--- src/btc_pkg.sv ---
package btc_pkg;

    // ==========================================================
    // Register byte offsets
    localparam logic [7:0]  BTC_OFF_EXT_TIMING  = 8'h00;
    localparam logic [7:0]  BTC_OFF_IDLE_CTRL   = 8'h04;
    localparam logic [7:0]  BTC_OFF_MEM_CTRL    = 8'h08;
    localparam logic [7:0]  BTC_OFF_DRAM_CTRL   = 8'h0c;
    localparam logic [7:0]  BTC_OFF_MEM_TYPE    = 8'h10;
    localparam logic [7:0]  BTC_OFF_STATUS      = 8'h14;

    // ==========================================================
    // Values after power-on reset and writable bit masks
    localparam logic [15:0] BTC_RST_EXT_TIMING  = 16'h0000;
    localparam logic [15:0] BTC_RST_IDLE_CTRL   = 16'h3ff3;
    localparam logic [15:0] BTC_RST_CTRL        = 16'h0000;
    localparam logic [15:0] BTC_RST_MEM_TYPE    = 16'h0000;
    localparam logic [15:0] BTC_MASK_EXT_TIMING = 16'hbf3f;
    localparam logic [15:0] BTC_MASK_IDLE_CTRL  = 16'hbff3;
    localparam logic [15:0] BTC_MASK_CTRL       = 16'h003f;
    localparam logic [15:0] BTC_MASK_MEM_TYPE   = 16'h0007;

    // ==========================================================
    // Field positions
    localparam int          BTC_EXTEND_BIT      = 15;
    localparam int          BTC_A3_RCD_LSB      = 10;
    localparam int          BTC_A3_TRAS_LSB     = 8;
    localparam int          BTC_A2_TPC_LSB      = 4;
    localparam int          BTC_A2_RCD_LSB      = 2;
    localparam int          BTC_A2_TRAS_LSB     = 0;
    localparam int          BTC_WAIT_SEL_BIT    = 15;
    localparam int          BTC_CTRL_TRAS_LSB   = 0;
    localparam int          BTC_CTRL_RCD_LSB    = 2;
    localparam int          BTC_CTRL_TPC_LSB    = 4;

    // ==========================================================
    // Memory type codes and bus responses
    localparam logic [2:0]  BTC_TYPE_A3_DRAM    = 3'h4;
    localparam logic [2:0]  BTC_TYPE_BOTH_DRAM  = 3'h5;
    localparam logic [1:0]  BTC_RESP_OKAY       = 2'h0;
    localparam logic [1:0]  BTC_RESP_SLVERR     = 2'h2;

    typedef enum logic [0:0] {
        BTC_ST_READY = 1'b0,
        BTC_ST_GAP   = 1'b1
    } btc_state_type;

    typedef struct packed {
        logic [2:0] a3_rcd;
        logic [2:0] a3_tras;
        logic [2:0] a2_rcd;
        logic [2:0] a2_tras;
        logic [3:0] a2_tpc;
        logic [3:0] a2_tpc_sr;
    } btc_timing_type;

    typedef struct packed {
        logic       valid;
        logic [2:0] area;
        logic       write;
    } btc_access_type;

    function automatic logic [2:0] btc_rcd_cycles(input logic [1:0] code);
        btc_rcd_cycles = {1'b0, code} + 3'h1;
    endfunction : btc_rcd_cycles

    function automatic logic [2:0] btc_tras_cycles(input logic [1:0] code);
        btc_tras_cycles = {1'b0, code} + 3'h2;
    endfunction : btc_tras_cycles

    function automatic logic [3:0] btc_tpc_sr_cycles(input logic [1:0] code);
        btc_tpc_sr_cycles = 4'h2 + {2'h0, code} + {1'b0, code, 1'b0};
    endfunction : btc_tpc_sr_cycles

    function automatic logic [1:0] btc_idle_cycles(input logic [15:0] idle_reg,
                                                  input logic [2:0]  area);
        logic [1:0] code;
        case (area)
            3'h0:    code = idle_reg[1:0];
            3'h2:    code = idle_reg[5:4];
            3'h3:    code = idle_reg[7:6];
            3'h4:    code = idle_reg[9:8];
            3'h5:    code = idle_reg[11:10];
            3'h6:    code = idle_reg[13:12];
            default: code = 2'h0;
        endcase
        btc_idle_cycles = (code == 2'h0) ? 2'h1 : code;
    endfunction : btc_idle_cycles

    function automatic logic [15:0] btc_merge(input logic [15:0] old_val,
                                             input logic [31:0] wdata,
                                             input logic [3:0]  wstrb,
                                             input logic [15:0] mask);
        logic [15:0] lanes;
        lanes = {{8{wstrb[1]}}, {8{wstrb[0]}}};
        btc_merge = ((old_val & ~lanes) | (wdata[15:0] & lanes)) & mask;
    endfunction : btc_merge

    function automatic logic btc_mapped(input logic [7:0] addr);
        btc_mapped = (addr == BTC_OFF_EXT_TIMING) || (addr == BTC_OFF_IDLE_CTRL) ||
                     (addr == BTC_OFF_MEM_CTRL)   || (addr == BTC_OFF_DRAM_CTRL) ||
                     (addr == BTC_OFF_MEM_TYPE)   || (addr == BTC_OFF_STATUS);
    endfunction : btc_mapped

endpackage : btc_pkg

--- src/btc_bus_timing_config.sv ---
`timescale 1ns/1ps
module btc_bus_timing_config (
    input  wire logic                   ref_clk,
    input  wire logic                   rst_b,
    input  wire logic [7:0]             s_axi_awaddr,
    input  wire logic [2:0]             s_axi_awprot,
    input  wire logic                   s_axi_awvalid,
    output logic                        s_axi_awready,
    input  wire logic [31:0]            s_axi_wdata,
    input  wire logic [3:0]             s_axi_wstrb,
    input  wire logic                   s_axi_wvalid,
    output logic                        s_axi_wready,
    output logic [1:0]                  s_axi_bresp,
    output logic                        s_axi_bvalid,
    input  wire logic                   s_axi_bready,
    input  wire logic [7:0]             s_axi_araddr,
    input  wire logic [2:0]             s_axi_arprot,
    input  wire logic                   s_axi_arvalid,
    output logic                        s_axi_arready,
    output logic [31:0]                 s_axi_rdata,
    output logic [1:0]                  s_axi_rresp,
    output logic                        s_axi_rvalid,
    input  wire logic                   s_axi_rready,
    input  wire logic                   bus_clock_output,
    input  wire logic                   wait_in,
    input  wire logic                   manual_reset,
    input  wire logic                   standby,
    input  wire btc_pkg::btc_access_type access_req,
    output logic                        access_ready,
    output btc_pkg::btc_access_type     access_start,
    output btc_pkg::btc_timing_type     timing,
    output logic                        extended_mode,
    output logic                        wait_sample_edge_select,
    output logic                        wait_sampled
);

    // ==========================================================
    // Register bus
    logic        aw_held, next_aw_held, w_held, next_w_held;
    logic        next_awready, next_wready, next_bvalid, next_arready, next_rvalid;
    logic [7:0]  waddr, next_waddr;
    logic [31:0] wdata, next_wdata, next_rdata;
    logic [3:0]  wstrb, next_wstrb;
    logic [1:0]  next_bresp, next_rresp;
    logic        write_fire;

    logic [15:0] ext_timing, next_ext_timing;
    logic [15:0] idle_ctrl, next_idle_ctrl;
    logic [15:0] mem_ctrl, next_mem_ctrl;
    logic [15:0] dram_ctrl, next_dram_ctrl;
    logic [15:0] mem_type, next_mem_type;
    logic [15:0] status_word;

    btc_pkg::btc_state_type state, next_state;
    logic [1:0]  gap_count, next_gap_count;

    assign write_fire = aw_held && w_held && !s_axi_bvalid;

    always_comb begin
        next_aw_held = aw_held;
        next_w_held  = w_held;
        next_awready = s_axi_awready;
        next_wready  = s_axi_wready;
        next_waddr   = waddr;
        next_wdata   = wdata;
        next_wstrb   = wstrb;
        next_bvalid  = s_axi_bvalid;
        next_bresp   = s_axi_bresp;
        next_arready = s_axi_arready;
        next_rvalid  = s_axi_rvalid;
        next_rdata   = s_axi_rdata;
        next_rresp   = s_axi_rresp;
        if (s_axi_awvalid && s_axi_awready) begin
            next_aw_held = 1'b1;
            next_awready = 1'b0;
            next_waddr   = s_axi_awaddr;
        end
        if (s_axi_wvalid && s_axi_wready) begin
            next_w_held = 1'b1;
            next_wready = 1'b0;
            next_wdata  = s_axi_wdata;
            next_wstrb  = s_axi_wstrb;
        end
        if (write_fire) begin
            next_aw_held = 1'b0;
            next_w_held  = 1'b0;
            next_bvalid  = 1'b1;
            next_bresp   = btc_pkg::btc_mapped(waddr) ? btc_pkg::BTC_RESP_OKAY
                                                      : btc_pkg::BTC_RESP_SLVERR;
        end
        if (s_axi_bvalid && s_axi_bready) begin
            next_bvalid  = 1'b0;
            next_awready = 1'b1;
            next_wready  = 1'b1;
        end
        if (s_axi_arvalid && s_axi_arready) begin
            next_arready = 1'b0;
            next_rvalid  = 1'b1;
            next_rresp   = btc_pkg::btc_mapped(s_axi_araddr) ? btc_pkg::BTC_RESP_OKAY
                                                             : btc_pkg::BTC_RESP_SLVERR;
            case (s_axi_araddr)
                btc_pkg::BTC_OFF_EXT_TIMING: next_rdata = {16'h0000, ext_timing};
                btc_pkg::BTC_OFF_IDLE_CTRL:  next_rdata = {16'h0000, idle_ctrl};
                btc_pkg::BTC_OFF_MEM_CTRL:   next_rdata = {16'h0000, mem_ctrl};
                btc_pkg::BTC_OFF_DRAM_CTRL:  next_rdata = {16'h0000, dram_ctrl};
                btc_pkg::BTC_OFF_MEM_TYPE:   next_rdata = {16'h0000, mem_type};
                btc_pkg::BTC_OFF_STATUS:     next_rdata = {16'h0000, status_word};
                default:                     next_rdata = 32'h00000000;
            endcase
        end
        if (s_axi_rvalid && s_axi_rready) begin
            next_rvalid  = 1'b0;
            next_arready = 1'b1;
        end
    end

    always_ff @(posedge ref_clk or negedge rst_b) begin
        if (!rst_b) begin
            aw_held       <= 1'b0;
            w_held        <= 1'b0;
            s_axi_awready <= 1'b1;
            s_axi_wready  <= 1'b1;
            waddr         <= 8'h00;
            wdata         <= 32'h00000000;
            wstrb         <= 4'h0;
            s_axi_bvalid  <= 1'b0;
            s_axi_bresp   <= 2'h0;
            s_axi_arready <= 1'b1;
            s_axi_rvalid  <= 1'b0;
            s_axi_rdata   <= 32'h00000000;
            s_axi_rresp   <= 2'h0;
        end else begin
            aw_held       <= next_aw_held;
            w_held        <= next_w_held;
            s_axi_awready <= next_awready;
            s_axi_wready  <= next_wready;
            waddr         <= next_waddr;
            wdata         <= next_wdata;
            wstrb         <= next_wstrb;
            s_axi_bvalid  <= next_bvalid;
            s_axi_bresp   <= next_bresp;
            s_axi_arready <= next_arready;
            s_axi_rvalid  <= next_rvalid;
            s_axi_rdata   <= next_rdata;
            s_axi_rresp   <= next_rresp;
        end
    end

    // ==========================================================
    // Configuration registers, loaded with their reset values only by power-on reset
    always_comb begin
        next_ext_timing = ext_timing;
        next_idle_ctrl  = idle_ctrl;
        next_mem_ctrl   = mem_ctrl;
        next_dram_ctrl  = dram_ctrl;
        next_mem_type   = mem_type;
        if (write_fire) begin
            case (waddr)
                btc_pkg::BTC_OFF_EXT_TIMING: next_ext_timing = btc_pkg::btc_merge(ext_timing,
                    wdata, wstrb, btc_pkg::BTC_MASK_EXT_TIMING);
                btc_pkg::BTC_OFF_IDLE_CTRL:  next_idle_ctrl = btc_pkg::btc_merge(idle_ctrl,
                    wdata, wstrb, btc_pkg::BTC_MASK_IDLE_CTRL);
                btc_pkg::BTC_OFF_MEM_CTRL:   next_mem_ctrl = btc_pkg::btc_merge(mem_ctrl,
                    wdata, wstrb, btc_pkg::BTC_MASK_CTRL);
                btc_pkg::BTC_OFF_DRAM_CTRL:  next_dram_ctrl = btc_pkg::btc_merge(dram_ctrl,
                    wdata, wstrb, btc_pkg::BTC_MASK_CTRL);
                btc_pkg::BTC_OFF_MEM_TYPE:   next_mem_type = btc_pkg::btc_merge(mem_type,
                    wdata, wstrb, btc_pkg::BTC_MASK_MEM_TYPE);
                default:                     next_mem_type = mem_type;
            endcase
        end
    end

    // Manual reset and standby do not touch these
    always_ff @(posedge ref_clk or negedge rst_b) begin
        if (!rst_b) begin
            ext_timing <= btc_pkg::BTC_RST_EXT_TIMING;
            idle_ctrl  <= btc_pkg::BTC_RST_IDLE_CTRL;
            mem_ctrl   <= btc_pkg::BTC_RST_CTRL;
            dram_ctrl  <= btc_pkg::BTC_RST_CTRL;
            mem_type   <= btc_pkg::BTC_RST_MEM_TYPE;
        end else begin
            ext_timing <= next_ext_timing;
            idle_ctrl  <= next_idle_ctrl;
            mem_ctrl   <= next_mem_ctrl;
            dram_ctrl  <= next_dram_ctrl;
            mem_type   <= next_mem_type;
        end
    end

    // ==========================================================
    // Effective DRAM timing
    btc_pkg::btc_timing_type next_timing;
    logic        ext_on, a3_dram, a2_dram;
    logic [1:0]  a3_rcd_code, a3_tras_code, a2_rcd_code, a2_tras_code, a2_tpc_code;

    always_comb begin
        ext_on  = ext_timing[btc_pkg::BTC_EXTEND_BIT];
        a3_dram = (mem_type[2:0] == btc_pkg::BTC_TYPE_A3_DRAM) ||
                  (mem_type[2:0] == btc_pkg::BTC_TYPE_BOTH_DRAM);
        a2_dram = (mem_type[2:0] == btc_pkg::BTC_TYPE_BOTH_DRAM);
        a3_rcd_code  = (ext_on && a3_dram) ? ext_timing[btc_pkg::BTC_A3_RCD_LSB +: 2]
                                           : mem_ctrl[btc_pkg::BTC_CTRL_RCD_LSB +: 2];
        a3_tras_code = (ext_on && a3_dram) ? ext_timing[btc_pkg::BTC_A3_TRAS_LSB +: 2]
                                           : mem_ctrl[btc_pkg::BTC_CTRL_TRAS_LSB +: 2];
        a2_rcd_code  = ext_on ? ext_timing[btc_pkg::BTC_A2_RCD_LSB +: 2]
                              : dram_ctrl[btc_pkg::BTC_CTRL_RCD_LSB +: 2];
        a2_tras_code = ext_on ? ext_timing[btc_pkg::BTC_A2_TRAS_LSB +: 2]
                              : dram_ctrl[btc_pkg::BTC_CTRL_TRAS_LSB +: 2];
        a2_tpc_code  = (ext_on && a2_dram) ? ext_timing[btc_pkg::BTC_A2_TPC_LSB +: 2]
                                           : dram_ctrl[btc_pkg::BTC_CTRL_TPC_LSB +: 2];
        next_timing.a3_rcd    = btc_pkg::btc_rcd_cycles(a3_rcd_code);
        next_timing.a3_tras   = btc_pkg::btc_tras_cycles(a3_tras_code);
        next_timing.a2_rcd    = btc_pkg::btc_rcd_cycles(a2_rcd_code);
        next_timing.a2_tras   = btc_pkg::btc_tras_cycles(a2_tras_code);
        next_timing.a2_tpc    = {1'b0, btc_pkg::btc_rcd_cycles(a2_tpc_code)};
        next_timing.a2_tpc_sr = btc_pkg::btc_tpc_sr_cycles(a2_tpc_code);
    end

    always_ff @(posedge ref_clk or negedge rst_b) begin
        if (!rst_b) begin
            timing                  <= '0;
            extended_mode           <= 1'b0;
            wait_sample_edge_select <= 1'b0;
        end else begin
            timing                  <= next_timing;
            extended_mode           <= ext_on;
            wait_sample_edge_select <= idle_ctrl[btc_pkg::BTC_WAIT_SEL_BIT];
        end
    end

    // ==========================================================
    // Bus clock and wait input sampling
    logic [2:0]  bus_clock_output_sync, wait_sync;
    logic        bus_clock_output_level, next_bus_clock_output_level, wait_level, next_wait_level;
    logic        next_wait_sampled, bus_clock_output_rise, bus_clock_output_fall;

    always_comb begin
        next_bus_clock_output_level   = (bus_clock_output_sync[1] == bus_clock_output_sync[2]) ? bus_clock_output_sync[2] : bus_clock_output_level;
        next_wait_level   = (wait_sync[1] == wait_sync[2]) ? wait_sync[2] : wait_level;
        bus_clock_output_rise         = !bus_clock_output_level && next_bus_clock_output_level;
        bus_clock_output_fall         = bus_clock_output_level && !next_bus_clock_output_level;
        next_wait_sampled = wait_sampled;
        if (!idle_ctrl[btc_pkg::BTC_WAIT_SEL_BIT] && bus_clock_output_rise) begin
            next_wait_sampled = next_wait_level;
        end
        if (idle_ctrl[btc_pkg::BTC_WAIT_SEL_BIT] && bus_clock_output_fall) begin
            next_wait_sampled = next_wait_level;
        end
    end

    always_ff @(posedge ref_clk or negedge rst_b) begin
        if (!rst_b) begin
            bus_clock_output_sync    <= 3'h0;
            wait_sync    <= 3'h0;
            bus_clock_output_level   <= 1'b0;
            wait_level   <= 1'b0;
            wait_sampled <= 1'b0;
        end else begin
            bus_clock_output_sync    <= {bus_clock_output_sync[1:0], bus_clock_output};
            wait_sync    <= {wait_sync[1:0], wait_in};
            bus_clock_output_level   <= next_bus_clock_output_level;
            wait_level   <= next_wait_level;
            wait_sampled <= next_wait_sampled;
        end
    end

    // ==========================================================
    // Intercycle idle insertion, counted in bus clock cycles
    btc_pkg::btc_access_type pending, next_pending, last, next_last, next_start;
    logic        next_access_ready, need_gap;

    always_comb begin
        next_state        = state;
        next_gap_count    = gap_count;
        next_pending      = pending;
        next_last         = last;
        next_start        = '0;
        next_access_ready = 1'b0;
        need_gap          = last.valid && ((access_req.area != last.area) ||
                            (access_req.write && !last.write));
        case (state)
            btc_pkg::BTC_ST_READY: begin
                if (access_req.valid && access_ready) begin
                    next_last = access_req;
                    if (need_gap) begin
                        next_pending   = access_req;
                        next_gap_count = btc_pkg::btc_idle_cycles(idle_ctrl,
                                                                  last.area);
                        next_state     = btc_pkg::BTC_ST_GAP;
                    end else begin
                        next_start = access_req;
                    end
                end
            end
            btc_pkg::BTC_ST_GAP: begin
                if (bus_clock_output_rise) begin
                    next_gap_count = gap_count - 2'h1;
                    if (gap_count == 2'h1) begin
                        next_start = pending;
                        next_state = btc_pkg::BTC_ST_READY;
                    end
                end
            end
            default: next_state = btc_pkg::BTC_ST_READY;
        endcase
        if (manual_reset) begin
            next_state = btc_pkg::BTC_ST_READY;
            next_start = '0;
            next_last  = '0;
        end
        next_access_ready = (next_state == btc_pkg::BTC_ST_READY) && !standby &&
                            !manual_reset;
    end

    always_ff @(posedge ref_clk or negedge rst_b) begin
        if (!rst_b) begin
            state        <= btc_pkg::BTC_ST_READY;
            gap_count    <= 2'h0;
            pending      <= '0;
            last         <= '0;
            access_start <= '0;
            access_ready <= 1'b0;
        end else begin
            state        <= next_state;
            gap_count    <= next_gap_count;
            pending      <= next_pending;
            last         <= next_last;
            access_start <= next_start;
            access_ready <= next_access_ready;
        end
    end

    assign status_word = {10'h000, wait_level, bus_clock_output_level, wait_sampled,
                          (state == btc_pkg::BTC_ST_GAP), gap_count};

endmodule : btc_bus_timing_config

--- config.mk ---
export PLATFORM = sky130hd
export DESIGN_NAME = btc_bus_timing_config
export DESIGN_NICKNAME = d
export VERILOG_FILES = /design/src/btc_pkg.sv /design/src/btc_bus_timing_config.sv
export SDC_FILE = /design/constraint.sdc
export NUM_CORES = 1
export LEC_CHECK = 0
export BUFFER_PORTS_ARGS = -buffer_cell sky130_fd_sc_hd__buf_2
export CAP_MARGIN = 20
export CORE_MARGIN = 2
export CORE_UTILIZATION = 48
export DETAILED_ROUTE_END_ITERATION = 6
export GPL_ROUTABILITY_DRIVEN = 0
export HOLD_SLACK_MARGIN = 0.1
export PLACE_DENSITY = 0.76
export SLEW_MARGIN = 0
export SYNTH_ARGS = -nofsm -noshare
export SYNTH_HDL_FRONTEND = slang
export SYNTH_SLANG_ARGS = --single-unit
--- constraint.sdc ---
create_clock -name ref_clk -period 2 [get_ports ref_clk]
set_input_delay 0.3 -clock ref_clk [delete_from_list [all_inputs] [get_ports ref_clk]]
set_output_delay 0.3 -clock ref_clk [all_outputs]
set_load 0.05 [all_outputs]
==> run summary, run 1 <==
Layout cells sized above 1 - 43.0%
Final ANT Viol Nets - 0
Seq/Total Area, Yosys - 58.5%
WL per Instance - 16.7 um
Final worst slack - -13.7 ps
Clk_lat worst skew - 420 ps
Total gr overflow - 0
Cells on worst reg2reg path - 5
DP Wirelength - 9150 um
Failing checks - negative setup slack
Slew Viols, Final - 0
Die width - 116 um
Port Buffers - 98
Max cap viols - 0
Fillers - 948
Worst Hold Launch - s_axi_wdata[13]
Worst R2R Start - waddr[6]$_DFFE_PN0P_
Crit path arrival time - 2320 ps
Hold Path Stages - 2
Largest net degree at the start of global routing - 46
Top-area cell type share of the netlist area - 51.9%
Setup TNS - -63.3 ps
Sw frac - 28.8%
Clk pwr share - 36.9%
RSZ-0062 raised after global routing - yes
Synth area leader - dfrtp_1
Final Skew - 7.26 ps
Most common cell in the netlist - dfrtp_1
Core area - 12100 um2
Status - finished with violations
Synth Register Bits - 139
Area occupied by multi-input gates - 2350 um2
Crit. End Element - flop
Post-synthesis area per instance - 13.1 um2
Final wirelength - 13000 um
Die Area - 13400 um2
Comb power frac - 17.4%
Worst path required time - 2300 ps
Area contributors post-synth - dfrtp_1, mux2_2, dfstp_2
Pint - 5740 uW
Iteration-0 DRC Markers - 246
Post-Syn Instances - 456
Post-Syn Area - 5980 um2
Met1 Track Usage GR - 25.8%
First-pass GRT wire length - 21200 um
Max clock buf depth - 2
Vias/cell - 5.16
Critical path class - flop to flop
Yosys warns - 0
Grt met3 use - 6.07%
DRC - 0
Pwr Total - 8060 uW
Asr flop ratio synth - 100%
GRT busiest layer - met2
Routed vias - 4022
NetSw - 2320 uW
Syn-to-layout area delta - 26.9%
EDFF count, synth - 0
Total CTS buffers - 17
LEAKAGE - 0.00371 uW
GR Util met2 - 35.3%
FF+latch area - 3500 um2
Initial antenna violation count - 0
P per Cell Area - 1060 nW/um2
Vias in the first global route - 4262
Unique cell type count in the Yosys netlist - 56
Layout net count - 678
Chip height - 116 um
Core Rows - 40
Post-synth top flop - dfrtp_1
CTS root buf - clkbuf_16
Share of power burned in registers - 45.7%
Clock Sinks - 139
Period utilization - 101%
CTS tree - built
Hold Fails Final Rpt - 0
CP max FO - 6
Least-Margin Pin Slew - 655 ps
Overall Global Routing Usage - 21.0%
CP startpoint kind - flop
Worst Hold Path EP - wdata[13]$_DFFE_PN0P_
H-tree depth - 4
Max Freq - 497 MHz
Worst-path clk slew - 50 ps
Initial core utilization - 49.4%
Relative max-transition margin - 56.1%
IO Count - 144
Crit path time final - 2010 ps
Inserted Diodes - 0
Hold Path Class - input port to flop
Setup-failing EPs final - 9
Maximum vdd drop - 0.688 mV
R2R Setup Slk - -10 ps
Top cells by instance count after synthesis - dfrtp_1, mux2_2, nand2_1
1st-pass router iterations - 4
[through the flow]
step / cells / util [%] / setup slack [ps] / hold WS [ps] / cell area (um2)
3_3_place_gp: 725 / 55.3 / 16.6 / 213 / 6700
4_1_cts: 781 / 62.0 / -4.05 / 100 / 7510
5_1_grt: 780 / 62.6 / -79.8 / 105 / 7590
6_report: 780 / 62.6 / -13.7 / 116 / 7590
3_5_place_dp: 725 / 55.3 / -29.5 / 225 / 6700
2_1_floorplan: 475 / - / 28.2 / 4.41 / 6050
[final cells by class]
| class | instances | area share [%] |
|---|---|---|
| clock buffer | 26 | 6.71 |
| clock inverter | 6 | 0.792 |
| inverter | 18 | 0.891 |
| multi-input combinational | 283 | 30.9 |
| sequential | 139 | 46.1 |
| tap | 168 | 2.77 |
| timing repair buffer | 140 | 11.8 |
[kinds of logic (layout without fill, tap and decap cells)]
group | Yosys count | after routing | share of synthesized area, %
AOI/OAI and AO/OA | 67 | 67 | 8.03
muxes | 101 | 101 | 18.8
other | 1 | 20 | 0.0627
buffers and inverters | 53 | 190 | 4.94
xor gates and xnor gates | 3 | 3 | 0.439
DFF | 139 | 139 | 58.5
and+or+nand+nor | 85 | 85 | 7.85
adders and majority gates | 7 | 7 | 1.38
[cells in the final DEF (no fill, tap or decap), types with 9 or more instances in the layout]
master and n:
dfrtp_1 123, buf_2 97, mux2_2 73, nand2_1 35, dlygate4sd3_1 22, conb_1 20, mux2i_1 18, inv_1 18
o21ai_0 18, clkbuf_16 17, buf_4 17, dfstp_2 15, nor2_1 12, a21oi_1 9, mux2_4 9
[worst max-delay path, cell delays in order (launching register included)]
cell and delay, ps:
dfrtp_1 380, or4_4 580, nor4b_4 310, buf_4 230
nand2_8 80, mux2_4 320
[layer usage]
| metal | routed length (um) | part of all wire [%] |
|---|---|---|
| met1 | 5540 | 43 |
| met2 | 6690 | 51 |
| met3 | 583 | 4.5 |
| met4 | 199 | 1.5 |
| met5 | 0 | 0 |
[worst max-delay path by stage]
stage                                  start   end  slack (ps)
floorplan           s_axi_bvalid$_DFFE_PN0P_  flop          30
global placement        waddr[0]$_DFFE_PN0P_  flop          20
detailed placement      waddr[0]$_DFFE_PN0P_  flop         -30
CTS                     waddr[0]$_DFFE_PN0P_  flop          -4
global route            waddr[6]$_DFFE_PN0P_  flop         -80
finish                  waddr[6]$_DFFE_PN0P_  flop         -10
[repair_timing]
action	in CTS	in global routing
hold buffers	22	0
endpoints found under the hold margin	54	0
setup buffers	2	0
setup endpoints to repair	19	32
resized for setup	2	18
pin swaps	1	5
[power by group through the flow]
stage	Clock [uW]	Sequential (uW)	Combinational, uW
2_1_floorplan	0	3800	770
3_5_place_dp	0	3710	1300
6_report	2980	3690	1400
3_3_place_gp	0	3670	1250
5_1_grt	3160	3760	1520
4_1_cts	3040	3670	1380
No activity file was read; power rests on OpenSTA's default activity.
==> inputs of run 2 (changes only) <==
--- a/config.mk
+++ b/config.mk
@@ -7,7 +7,6 @@
 export LEC_CHECK = 0
 export BUFFER_PORTS_ARGS = -buffer_cell sky130_fd_sc_hd__buf_2
 export CAP_MARGIN = 20
-export CORE_MARGIN = 2
 export CORE_UTILIZATION = 48
 export DETAILED_ROUTE_END_ITERATION = 6
 export GPL_ROUTABILITY_DRIVEN = 0
==> constraint.sdc (replaced) <==
create_clock -name ref_clk -period 2 [get_ports ref_clk]
set_input_delay 0.4 -clock ref_clk [delete_from_list [all_inputs] [get_ports ref_clk]]
set_output_delay 0.4 -clock ref_clk [all_outputs]
set_load 0.05 [all_outputs]
==> run summary, run 2 (synthesis gave the netlist of run 1 again) <==
Final ANT Viol Nets - 0 (unchanged)
Layout net count - 662 (-2.4%)
Clk pwr share - 38.5% (+1.6 points)
Core area - 12100 um2 (-0.41%)
Least-Margin Pin Slew - 666 ps (+10.4 ps)
Final Skew - 7.45 ps (+0.185 ps)
Syn-to-layout area delta - 23.8%
Chip height - 114 um (-1.7%)
P per Cell Area - 1100 nW/um2 (+3.9%)
CTS root buf - clkbuf_16
Vias/cell - 5.25 (+1.9%)
Total gr overflow - 0 (unchanged)
CP max FO - 3 (-3)
Critical path class - flop to flop
Final Util - 61.4% (-1.3 points)
Crit path arrival time - 2300 ps (-20 ps)
Total CTS buffers - 17 (unchanged)
Hold Fails Final Rpt - 0 (unchanged)
CP startpoint kind - flop
WHS - 137 ps (+20.9 ps)
LEAKAGE - 0.00368 uW (-0.90%)
H-tree depth - 4 (unchanged)
Fillers - 925 (-2.4%)
Die width - 114 um (-1.7%)
Hold Path Class - input port to flop
Layout cells sized above 1 - 44.6% (+1.7 points)
Clock Sinks - 139 (unchanged)
Clk_lat worst skew - 420 ps (about the same)
Maximum vdd drop - 0.676 mV (-1.6%)
CTS tree - built
Worst-path clk slew - 50 ps (about the same)
Final wirelength - 12700 um (-2.4%)
Port Buffers - 98 (unchanged)
Core Rows - 40 (unchanged)
Setup-failing EPs final - 0 (-9)
Share of power burned in registers - 45.1% (-0.6 points)
Vias in the first global route - 4117 (-3.4%)
Inserted Diodes - 0 (unchanged)
Cells on worst reg2reg path - 5 (unchanged)
Hold Path Stages - 2 (unchanged)
Max cap viols - 0 (unchanged)
Commonest non-fill, non-tap cell in the layout - dfrtp_1
Iteration-0 DRC Markers - 194 (-21%)
Max Freq - 500 MHz (+0.68%)
Die Area - 12900 um2 (-3.4%)
Worst path required time - 2300 ps (about the same)
Comb power frac - 16.4% (-1.0 points)
Routed vias - 4014 (-0.20%)
Design Area, Final - 7400 um2 (-2.4%)
First-pass GRT wire length - 20500 um (-3.6%)
Initial core utilization - 49.6% (+0.20 points)
IO Count - 144 (unchanged)
Relative max-transition margin - 55.4% (-0.69 points)
Crit path time final - 2000 ps (-13.7 ps)
Status - completed
Initial antenna violation count - 0 (unchanged)
Commonest cells after routing, fill and taps aside - dfrtp_1, buf_2, mux2_2
Pint - 5880 uW (+2.4%)
Sw frac - 28.0% (-0.73 points)
WL per Instance - 16.6 um (-0.36%)
Period utilization - 100% (-0.68 points)
Setup TNS - 0 ps (+63.3 ps)
Max clock buf depth - 2 (unchanged)
Slew Viols, Final - 0 (unchanged)
DP Wirelength - 9090 um (-0.72%)
Largest net degree at the start of global routing - 51 (+11%)
Area of placed instances - 6720 um2 (+0.34%)
1st-pass router iterations - 4 (unchanged)
RSZ-0062 raised after global routing - yes
DRC - 0 (unchanged)
Crit. End Element - flop
NetSw - 2290 uW (-1.2%)
Overall Global Routing Usage - 21.1% (+0.14 points)
==> run 2: cell types whose count changed in the layout (fill, tap and decap cells not counted), moves of 3 or more <==
cell / before / now
mux2_2: 73 / 80
buf_4: 17 / 20
dlygate4sd3_1: 22 / 3
mux2_4: 9 / 2
==> run 2: through the flow <==
stage	cells	total power [uW]	setup slack, ps
floorplan	475	4570	28.2
global placement	728	4930	-27.5
detailed placement	728	5030	-62.9
CTS	763	8210	-1.71
global route	764	8530	-25.1
finish	764	8180	0.00444
==> run 2: final timing paths <==
check / start / endpoint / slack (ps)
worst max-delay path: waddr[0]$_DFFE_PN0P_ / flop / 0.004
worst min-delay path: standby / access_ready$_DFF_PN0_ / 140
worst max register to register: waddr[0]$_DFFE_PN0P_ / flop / 0.004
worst min register to register: wait_sync[0]$_DFF_PN0_ / wait_sync[1]$_DFF_PN0_ / 350
max in group asynchronous: rst_b / async pin / 860
min in group asynchronous: rst_b / s_axi_rvalid$_DFFE_PN0P_ / 500
==> run 2: worst max-delay path, stage by stage (launching register included) <==
cell	delay, ps
dfrtp_1	370
or4_4	590
buf_4	180
nor4_4	230
buf_4	180
mux2_2	330
==> run 2: repair_timing <==
action,4_1_cts,5_1_grt
endpoints found under the setup margin,21,23
endpoints found under the hold margin,48,0
setup buffers,0,1
resized for setup,5,6
hold buffers,3,0
pin swaps,0,1
gates cloned,0,0
==> run 2: layer usage <==
layer	share of wire, %	GRT usage [%]	up-vias
li1	-	-	1836
met5	0	0	-
met4	2.8	9.74	0
met3	4.0	5.05	30
met1	42	25.9	2028
met2	51	35.5	120
==> run 2: power by group through the flow <==
stage                     Combinational, uW  Sequential [uW]  Clock (uW)
final                                  1340             3690        3150
after global routing                   1450             3750        3330
after CTS                              1340             3680        3200
after detailed placement               1320             3710           0
after global placement                 1260             3670           0
after floorplan                         770             3800           0
==> run 2: cell type report <==
class,count,area [um2],area share (%)
Sequential cell,139,3500,47.3
Timing Repair Buffer,124,728,9.84
Inverter,18,67.6,0.913
Tap cell,168,210,2.84
Multi-Input combinational cell,283,2300,31.1
Clock buffer,24,482,6.51
Clock inverter,8,115,1.55
